==> src/mcc_pkg.sv <==
// Package of register map, widths and constants for the calibration stage
package mcc_pkg;
  localparam int ADDR_W = 8;
  localparam int DATA_W = 16;
  localparam int PWR_W = 32;
  localparam int RMS_W = 24;
  localparam int FRAC_W = 15;
  localparam logic [ADDR_W-1:0] ADDR_REACTIVE_PHASE_TRIM = 8'h09;
  localparam logic [ADDR_W-1:0] ADDR_ACTIVE_OFFSET_A = 8'h0a;
  localparam logic [ADDR_W-1:0] ADDR_ACTIVE_OFFSET_B = 8'h0b;
  localparam logic [ADDR_W-1:0] ADDR_REACTIVE_OFFSET_A = 8'h0c;
  localparam logic [ADDR_W-1:0] ADDR_REACTIVE_OFFSET_B = 8'h0d;
  localparam logic [ADDR_W-1:0] ADDR_RMS_OFFSET_A = 8'h0e;
  localparam logic [ADDR_W-1:0] ADDR_RMS_OFFSET_B = 8'h0f;
  localparam logic [ADDR_W-1:0] ADDR_CHAN_B_GAIN = 8'h10;
  localparam logic [ADDR_W-1:0] ADDR_METERING_CONTROL_2 = 8'h17;
  localparam logic [DATA_W-1:0] TRIM_RESET = 16'h0000;
  localparam logic [DATA_W-1:0] CTRL2_RESET = 16'h0000;
  localparam logic [DATA_W-1:0] CTRL2_WMASK = 16'h33f8;
  localparam int CTRL2_PHASE_A_LSB = 8;
  localparam int CTRL2_PHASE_B_LSB = 9;
  localparam logic [DATA_W-1:0] READ_UNMAPPED = 16'h0000;
endpackage : mcc_pkg

==> src/mcc_calib.sv <==
// Calibration correction stage: trim registers and correction datapath
`timescale 1ns/1ps

// Overview of operation
// - Control 2 bits 8 and 9 extend phase trims to 0.01 degree.
// - Reactive phase trim is a signed 16-bit two's complement value.
// - Phase trim corrects the 90 degree voltage shifter error in reactive.
// - Corrected reactive equals reactive minus phase trim times active.
// - Active offset A is added to channel A active power.
// - Active offset B is added to channel B active power.
// - Reactive offset A is added to channel A reactive power.
// - Reactive offset B is added to channel B reactive power.
// - RMS offset A corrects the channel A current RMS result.
// - RMS offset B corrects the channel B current RMS result.
// - All offset trims are signed 16-bit two's complement values.
// - Gain factor is the signed gain trim divided by two to fifteen.
// - Adjusted B current is current plus current times gain factor.
// - Phase, offset and gain trims clear to zero on reset.
module mcc_calib (
  input wire logic sys_clk,
  input wire logic srst,
  input wire logic [mcc_pkg::ADDR_W-1:0] reg_addr,
  input wire logic [mcc_pkg::DATA_W-1:0] reg_wdata,
  input wire logic reg_wr,
  input wire logic reg_rd,
  output logic [mcc_pkg::DATA_W-1:0] reg_rdata,
  input wire logic sample_valid,
  input wire logic signed [mcc_pkg::PWR_W-1:0] active_a_in,
  input wire logic signed [mcc_pkg::PWR_W-1:0] active_b_in,
  input wire logic signed [mcc_pkg::PWR_W-1:0] reactive_a_in,
  input wire logic signed [mcc_pkg::PWR_W-1:0] reactive_b_in,
  input wire logic signed [mcc_pkg::RMS_W-1:0] rms_a_in,
  input wire logic signed [mcc_pkg::RMS_W-1:0] rms_b_in,
  input wire logic signed [mcc_pkg::RMS_W-1:0] current_b_in,
  output logic result_valid,
  output logic signed [mcc_pkg::PWR_W-1:0] active_a_out,
  output logic signed [mcc_pkg::PWR_W-1:0] active_b_out,
  output logic signed [mcc_pkg::PWR_W-1:0] reactive_a_out,
  output logic signed [mcc_pkg::PWR_W-1:0] reactive_b_out,
  output logic signed [mcc_pkg::RMS_W-1:0] rms_a_out,
  output logic signed [mcc_pkg::RMS_W-1:0] rms_b_out,
  output logic signed [mcc_pkg::RMS_W-1:0] current_b_out,
  output logic phase_a_fine,
  output logic phase_b_fine
);

  // ==========================================================
  // Trim registers
  logic signed [mcc_pkg::DATA_W-1:0] reactive_phase_trim;
  logic signed [mcc_pkg::DATA_W-1:0] active_offset_chan_a;
  logic signed [mcc_pkg::DATA_W-1:0] active_offset_chan_b;
  logic signed [mcc_pkg::DATA_W-1:0] reactive_offset_chan_a;
  logic signed [mcc_pkg::DATA_W-1:0] reactive_offset_chan_b;
  logic signed [mcc_pkg::DATA_W-1:0] rms_offset_chan_a;
  logic signed [mcc_pkg::DATA_W-1:0] rms_offset_chan_b;
  logic signed [mcc_pkg::DATA_W-1:0] chan_b_current_gain;
  logic [mcc_pkg::DATA_W-1:0] metering_control_2;
  logic [mcc_pkg::DATA_W-1:0] next_rdata;

  always_ff @(posedge sys_clk) begin
    if (srst) begin
      reactive_phase_trim <= mcc_pkg::TRIM_RESET;
      active_offset_chan_a <= mcc_pkg::TRIM_RESET;
      active_offset_chan_b <= mcc_pkg::TRIM_RESET;
      reactive_offset_chan_a <= mcc_pkg::TRIM_RESET;
      reactive_offset_chan_b <= mcc_pkg::TRIM_RESET;
      rms_offset_chan_a <= mcc_pkg::TRIM_RESET;
      rms_offset_chan_b <= mcc_pkg::TRIM_RESET;
      chan_b_current_gain <= mcc_pkg::TRIM_RESET;
      metering_control_2 <= mcc_pkg::CTRL2_RESET;
    end else if (reg_wr) begin
      unique case (reg_addr)
        mcc_pkg::ADDR_REACTIVE_PHASE_TRIM: begin
          reactive_phase_trim <= reg_wdata;
        end
        mcc_pkg::ADDR_ACTIVE_OFFSET_A: begin
          active_offset_chan_a <= reg_wdata;
        end
        mcc_pkg::ADDR_ACTIVE_OFFSET_B: begin
          active_offset_chan_b <= reg_wdata;
        end
        mcc_pkg::ADDR_REACTIVE_OFFSET_A: begin
          reactive_offset_chan_a <= reg_wdata;
        end
        mcc_pkg::ADDR_REACTIVE_OFFSET_B: begin
          reactive_offset_chan_b <= reg_wdata;
        end
        mcc_pkg::ADDR_RMS_OFFSET_A: begin
          rms_offset_chan_a <= reg_wdata;
        end
        mcc_pkg::ADDR_RMS_OFFSET_B: begin
          rms_offset_chan_b <= reg_wdata;
        end
        mcc_pkg::ADDR_CHAN_B_GAIN: begin
          chan_b_current_gain <= reg_wdata;
        end
        mcc_pkg::ADDR_METERING_CONTROL_2: begin
          // Reserved bits must stay zero, so they are masked off
          metering_control_2 <= reg_wdata & mcc_pkg::CTRL2_WMASK;
        end
        default: begin
        end
      endcase
    end
  end

  // ==========================================================
  // Read port
  always_comb begin
    unique case (reg_addr)
      mcc_pkg::ADDR_REACTIVE_PHASE_TRIM: next_rdata = reactive_phase_trim;
      mcc_pkg::ADDR_ACTIVE_OFFSET_A: next_rdata = active_offset_chan_a;
      mcc_pkg::ADDR_ACTIVE_OFFSET_B: next_rdata = active_offset_chan_b;
      mcc_pkg::ADDR_REACTIVE_OFFSET_A: next_rdata = reactive_offset_chan_a;
      mcc_pkg::ADDR_REACTIVE_OFFSET_B: next_rdata = reactive_offset_chan_b;
      mcc_pkg::ADDR_RMS_OFFSET_A: next_rdata = rms_offset_chan_a;
      mcc_pkg::ADDR_RMS_OFFSET_B: next_rdata = rms_offset_chan_b;
      mcc_pkg::ADDR_CHAN_B_GAIN: next_rdata = chan_b_current_gain;
      mcc_pkg::ADDR_METERING_CONTROL_2: next_rdata = metering_control_2;
      default: next_rdata = mcc_pkg::READ_UNMAPPED;
    endcase
  end

  always_ff @(posedge sys_clk) begin
    if (srst) begin
      reg_rdata <= mcc_pkg::READ_UNMAPPED;
    end else if (reg_rd) begin
      reg_rdata <= next_rdata;
    end else begin
      reg_rdata <= mcc_pkg::READ_UNMAPPED;
    end
  end

  // ==========================================================
  // Fine phase step bits, handed to the voltage delay line
  always_ff @(posedge sys_clk) begin
    if (srst) begin
      phase_a_fine <= 1'b0;
      phase_b_fine <= 1'b0;
    end else begin
      phase_a_fine <= metering_control_2[mcc_pkg::CTRL2_PHASE_A_LSB];
      phase_b_fine <= metering_control_2[mcc_pkg::CTRL2_PHASE_B_LSB];
    end
  end

  // ==========================================================
  // Correction datapath
  // Products keep full width; results truncate after the shift by 2^15
  localparam int PROD_W = mcc_pkg::PWR_W + mcc_pkg::DATA_W;
  localparam int IPROD_W = mcc_pkg::RMS_W + mcc_pkg::DATA_W;
  logic signed [PROD_W-1:0] phase_prod_a;
  logic signed [PROD_W-1:0] phase_prod_b;
  logic signed [IPROD_W-1:0] gain_prod;
  logic signed [mcc_pkg::PWR_W-1:0] active_a_corr;
  logic signed [mcc_pkg::PWR_W-1:0] active_b_corr;
  logic signed [mcc_pkg::PWR_W-1:0] reactive_a_corr;
  logic signed [mcc_pkg::PWR_W-1:0] reactive_b_corr;
  logic signed [mcc_pkg::PWR_W-1:0] phase_term_a;
  logic signed [mcc_pkg::PWR_W-1:0] phase_term_b;
  logic signed [mcc_pkg::RMS_W-1:0] gain_term;

  // Offsets enter the active power first, so the phase term sees it
  assign active_a_corr = active_a_in + mcc_pkg::PWR_W'(active_offset_chan_a);
  assign active_b_corr = active_b_in + mcc_pkg::PWR_W'(active_offset_chan_b);
  assign phase_prod_a = active_a_corr * reactive_phase_trim;
  assign phase_prod_b = active_b_corr * reactive_phase_trim;
  assign phase_term_a = phase_prod_a[mcc_pkg::FRAC_W +: mcc_pkg::PWR_W];
  assign phase_term_b = phase_prod_b[mcc_pkg::FRAC_W +: mcc_pkg::PWR_W];
  assign reactive_a_corr = reactive_a_in - phase_term_a;
  assign reactive_b_corr = reactive_b_in - phase_term_b;
  assign gain_prod = current_b_in * chan_b_current_gain;
  assign gain_term = gain_prod[mcc_pkg::FRAC_W +: mcc_pkg::RMS_W];

  // Results are registered once; the store stage sees offset-corrected data
  always_ff @(posedge sys_clk) begin
    if (srst) begin
      result_valid <= 1'b0;
      active_a_out <= '0;
      active_b_out <= '0;
      reactive_a_out <= '0;
      reactive_b_out <= '0;
      rms_a_out <= '0;
      rms_b_out <= '0;
      current_b_out <= '0;
    end else begin
      result_valid <= sample_valid;
      if (sample_valid) begin
        active_a_out <= active_a_corr;
        active_b_out <= active_b_corr;
        reactive_a_out <= reactive_a_corr
          + mcc_pkg::PWR_W'(reactive_offset_chan_a);
        reactive_b_out <= reactive_b_corr
          + mcc_pkg::PWR_W'(reactive_offset_chan_b);
        rms_a_out <= rms_a_in + mcc_pkg::RMS_W'(rms_offset_chan_a);
        rms_b_out <= rms_b_in + mcc_pkg::RMS_W'(rms_offset_chan_b);
        current_b_out <= current_b_in + gain_term;
      end
    end
  end

endmodule : mcc_calib

==> config.mk <==
export PLATFORM = sky130hd
export DESIGN_NAME = mcc_calib
export DESIGN_NICKNAME = d
export VERILOG_FILES = /design/src/mcc_pkg.sv /design/src/mcc_calib.sv
export SDC_FILE = /design/constraint.sdc
export NUM_CORES = 2
export LEC_CHECK = 0
export BUFFER_PORTS_ARGS = -buffer_cell sky130_fd_sc_hd__buf_2
export CAP_MARGIN = 20
export CORE_MARGIN = 2
export CORE_UTILIZATION = 64
export DETAILED_ROUTE_END_ITERATION = 8
export GPL_ROUTABILITY_DRIVEN = 1
export GPL_TIMING_DRIVEN = 1
export HOLD_SLACK_MARGIN = 0.03
export PLACE_DENSITY = 0.87
export SYNTH_ARGS = -nofsm -noshare
export SYNTH_HDL_FRONTEND = slang
export SYNTH_SLANG_ARGS = --single-unit
==> constraint.sdc <==
create_clock -name sys_clk -period 17.14 [get_ports sys_clk]
set_input_delay 3.428 -clock sys_clk [delete_from_list [all_inputs] [get_ports sys_clk]]
set_output_delay 3.428 -clock sys_clk [all_outputs]
set_load 0.05 [all_outputs]
# Word level (Yosys, flattened, before mapping)

Index checks and enable logic that the tools add are counted.

Bits in registers: 356
Output and inout bits: 219

Add/subtract/negate cells: 9
Multiply operators: 3
Equal/unequal tests: 9
Muxes and demuxes: 1
Bitwise operators: 1
Reductions and logical operators: 10

Operator list:

| operator                                       | count |
|---|---|
| case mux 16 bit (9 select lines)               | 1 |
| adder 32 x 16 -> 32 bit                        | 4 |
| multiplier 32 x 16 -> 47 bit                   | 2 |
| subtractor 32 bit                              | 2 |
| == test 8 x 4 -> 1 bit (second input constant) | 7 |
| adder 24 x 16 -> 24 bit                        | 2 |
| multiplier 24 x 16 -> 39 bit                   | 1 |
| adder 24 bit                                   | 1 |
| AND reduction 2 bit                            | 9 |
| == test 8 x 5 -> 1 bit (second input constant) | 2 |
| OR reduction 2 bit                             | 1 |
| NOT 1 bit                                      | 1 |

# Longest topological paths before layout

Depth after elaboration: 4
Depth in mapped cells: 51

# Worst setup path before layout

OpenSTA, ideal clock, no wires.

Path kind: input-to-reg
Start: input active_b_in[0] (netlist name)
End: register reactive_b_out[30] (netlist name)
Arrival: 14.197 ns
Setup slack: 2.809 ns
Cell stages on the path: 48
Buffers on the path: 1
Path through: ha_1 > fa_1 > a21o_1 > a21o_1 > a21oi_1 > o31ai_1 > o21ai_0 > o21ai_0 > nand2_1 > nand2_1 > a21oi_1 > xnor2_1 > clkbuf_1 > nand2_1 > fa_1 > fa_1 > fa_1 > inv_1 > [... 12 more ...] > o21a_1 > o21a_1 > nor2_1 > xor2_1 > fa_1 > ha_1 > a21o_1 > a21o_1 > a21o_1 > a21oi_1 > o21a_1 > o21ai_0 > a211o_1 > a211oi_1 > o41a_1 > o21ai_0 > and3_1 > or4_1

Longest elaborated chain between the ends: 4

Ends and longest elaborated chain:

| item                         | RTL line         | RTL |
|---|---|---|
| from (decl)                  | mcc_calib.sv:29  | `input wire logic signed [mcc_pkg::PWR_W-1:0] active_b_in,` |
| adder 32 x 16 -> 32 bit      | mcc_calib.sv:164 | `assign active_b_corr = active_b_in + mcc_pkg::PWR_W'(active_offset_chan_b);` |
| multiplier 32 x 16 -> 47 bit | mcc_calib.sv:166 | `assign phase_prod_b = active_b_corr * reactive_phase_trim;` |
| subtractor 32 bit            | mcc_calib.sv:170 | `assign reactive_b_corr = reactive_b_in - phase_term_b;` |
| adder 32 x 16 -> 32 bit      | mcc_calib.sv:193 | `+ mcc_pkg::PWR_W'(reactive_offset_chan_b);` |
| to (signal assigned)         | mcc_calib.sv:192 | `reactive_b_out <= reactive_b_corr` |
| to (decl)                    | mcc_calib.sv:39  | `output logic signed [mcc_pkg::PWR_W-1:0] reactive_b_out,` |

No other way between the ends.
A chain may end at the register's enable or synchronous reset.

# Worst setup path in the final report

Start: input active_b_in[4] (netlist name)
End: register reactive_b_out[31] (netlist name)

The elaborated chain is that of the path after synthesis.

==> results.py <==
metrics = {
    "timing": {
        "rsz0062_at_grt": "no",
        "hold_ws_ns": 0.461,
        "fmax_mhz": 63.5,
        "drv_slew": 0,
        "tightest_slew_ns": 1.18,
        "timing.final.crit_share_pct": 91.9,
        "finalCriticalPeriod_ns": 15.75,
        "finalHoldViolCount": 0,
        "finClkSkew_ns": 0.0397,
        "finalSetupTns_ns": 0,
        "setup_viol": 0,
        "max_slew_margin_pct": 20.8,
    },
    "critical_path": {
        "r2r-end": "reactive_b_out[31]",
        "startpoint": "active_b_in[4]",
        "crit_slowest_cell": "o21ai_0",
        "path_delay_family": "compound AO/OA/AOI/OAI gates",
        "r2r_start": "active_offset_chan_b[1]",
        "critPathLaunchType": "primary input",
        "r2r_slack_ns": 3.59,
        "crit_end": "reactive_b_out[31]",
        "reg2reg_depth": 46,
        "cp.arrival_ns": 16.26,
        "cp_max_fo": 14,
        "endpoint_kind": "flop",
        "worstPathRequired_ns": 17.65,
        "cp_slowest_stage_delay_ns": 0.59,
        "crit_path_frequent_cell": "fa_1",
        "path_buf_inv": 7,
        "crit_cells": 46,
        "worstSetupPathType": "primary input to flop",
    },
    "logic_synthesis": {
        "syn-cell-area_um2": 69500,
        "ys_warn_count": 0,
        "synth-async-reset-ratio_pct": 0,
        "yosys.area.top_type": "fa_1",
        "syn-mean-instance-area_um2": 8.78,
        "ys_types": 80,
        "synthFlopType": "dfxtp_1",
        "synth_fp_nets": 10000,
        "synthTopCellsByArea": "fa_1, dfxtp_1, ha_1",
        "synth_seq_cells": 356,
        "synth_top_area_share_pct": 40.1,
        "synth-seq-area-share_pct": 10.2,
        "synth_edf_count": 0,
        "synthCells": 7919,
    },
    "detailed_routing": {
        "routed_wirelength_mm": 216,
        "ant_nets": 0,
        "via_per_inst": 6.04,
        "drt-initial-drc-count": 5398,
        "dr.pass1.iters": 7,
        "vias": 58200,
        "wire_per_inst_um": 22.4,
        "remaining_drc_errors": 0,
    },
    "clock_network": {
        "cts.hold.buffers_added": 0,
        "cts_max_level": 2,
        "root_buffer": "clkbuf_16",
        "cts_buffers": 47,
        "cts_sinks": 356,
        "clockBufferDepth": 3,
        "postCtsResizedCells": 0,
        "cts_setup_buffers": 0,
        "insertion_delay_ns": 0.68,
        "path_clk_slew_ns": 0.06,
        "cts_tree": "built",
    },
    "pwr": {
        "p_per_area_nw_per_um2": 35.3,
        "finalPower_w": 0.00264,
        "leakagePower_nw": 36.8,
        "ir_drop_mv": 0.0827,
    },
    "global_route": {
        "grt-ovfl-total": 0,
        "grt_use_total_pct": 39.4,
        "grt_pass1_vias": 61400,
        "antenna_found_initial": 43,
        "grt_pass1_wl_mm": 338,
        "grt_max_degree": 84,
    },
    "min_path": {
        "hold_path.class": "flop to flop",
    },
    "place": {
        "dp.cells": 9509,
        "gp_routability_congestion": 1.02,
        "dp_hpwl_mm": 170,
        "port_buffers": 447,
    },
    "floorplan": {
        "die_w_um": 334,
        "die_area_um2": 111000,
        "num_rows": 120,
        "die_h_um": 334,
        "boundaryPins": 448,
        "initial_utilization_pct": 64.8,
        "core_um2": 107000,
    },
    "outcome": {
        "status": "finished, final reports clean",
    },
    "cells_and_area": {
        "nets": 10300,
        "final_common_cell": "inv_1",
        "final_cells": 9626,
        "syn2layout_area_growth_pct": 7.60,
        "layout-drive-gt1-share_pct": 8.54,
        "final_cell_mix": "inv_1, fa_1, nand2_1, and2_1, ha_1",
    },
    "flow_run": {
        "cap_viol_max_count": 0,
    },
}
[power by group]
part	leakage (nW)	internal [W]	switching, W
clock network	0.795	0.000597	0.000473
logic	33.1	0.000198	0.000477
registers	2.92	0.000865	0.0000307
[final cells by class]
cell class | count | area, um^2
multi-input combinational | 5686 | 55500
sequential | 356 | 7160
clock buffer | 64 | 1360
timing repair buffer | 554 | 3060
tap | 1403 | 1760
fill | 7824 | 32500
inverter | 1511 | 5670
antenna | 30 | 75.1
clock inverter | 22 | 270
[per-stage QoR]
step                util, %  cell area, um^2  setup slack [ns]
global route           69.7            74800             0.832
floorplan                 -            69500              2.81
finish                 69.7            74800              1.39
CTS                    69.6            74800              1.71
detailed placement     68.1            73100              1.11
global placement       68.1            73100              1.35
[sequential cells by signal (all words and copies together), names as in the netlist, 24 cells and up]
name / count
rms_a_out: 24
reactive_a_out: 32
current_b_out: 24
rms_b_out: 24
reactive_b_out: 32
active_b_out: 32
active_a_out: 32
[tightest hold or removal path: cells and delay by family, from the launching register on]
family           cells  cell delay (ns)
AND/OR/NAND/NOR      1             0.05
flip-flops           1             0.31
AO/OA/AOI/OAI        1             0.05
[worst min-delay path by stage]
stage	cells past startpoint	slack, ns	endpoint	from
2_1_floorplan	2	0.44	metering_control_2[12]	metering_control_2[12]
3_3_place_gp	2	0.43	rms_a_out[22]	rms_a_out[22]
3_5_place_dp	2	0.44	rms_a_out[22]	rms_a_out[22]
4_1_cts	2	0.46	metering_control_2[7]	metering_control_2[7]
5_1_grt	2	0.47	metering_control_2[13]	metering_control_2[13]
6_report	2	0.46	metering_control_2[7]	metering_control_2[7]
[metal layers]
layer  GRT usage [%]  share of wire [%]
met1            47.8                 35
met3            13.8                 14
met4            24.3                7.2
met5               0               0.10
met2            60.4                 45
[cell families (layout without fill, tap and decap cells)]
kind of cell,Yosys count,after routing,synth area share [%]
other,0,30,0
flip-flops,356,356,10.2
AO/OA/AOI/OAI,918,918,8.47
AND/OR/NAND/NOR,2454,2454,16.4
buffers and inverters,1877,2151,10.1
adder cells (fa/ha/maj),1898,1898,49.2
XOR/XNOR,274,274,3.54
multiplexers,142,142,2.05
[cells in the mapped netlist (all sizes together) (17+ instances only)]
| cell | count |
|---|---|
| a211oi | 38 |
| a21o | 139 |
| a21oi | 356 |
| a22oi | 21 |
| a31oi | 35 |
| and2 | 541 |
| and3 | 25 |
| buf | 26 |
| clkbuf | 340 |
| dfxtp | 356 |
| fa | 1392 |
| ha | 506 |
| inv | 1510 |
| mux2i | 141 |
| nand2 | 1200 |
| nand2b | 77 |
| nand3 | 53 |
| nand4 | 20 |
| nor2 | 361 |
| nor2b | 33 |
| nor3 | 59 |
| o21a | 44 |
| o21ai | 112 |
| o21bai | 19 |
| or2 | 17 |
| or3 | 17 |
| xnor2 | 192 |
| xor2 | 79 |
Note: power is estimated with default switching activity, not from simulation.
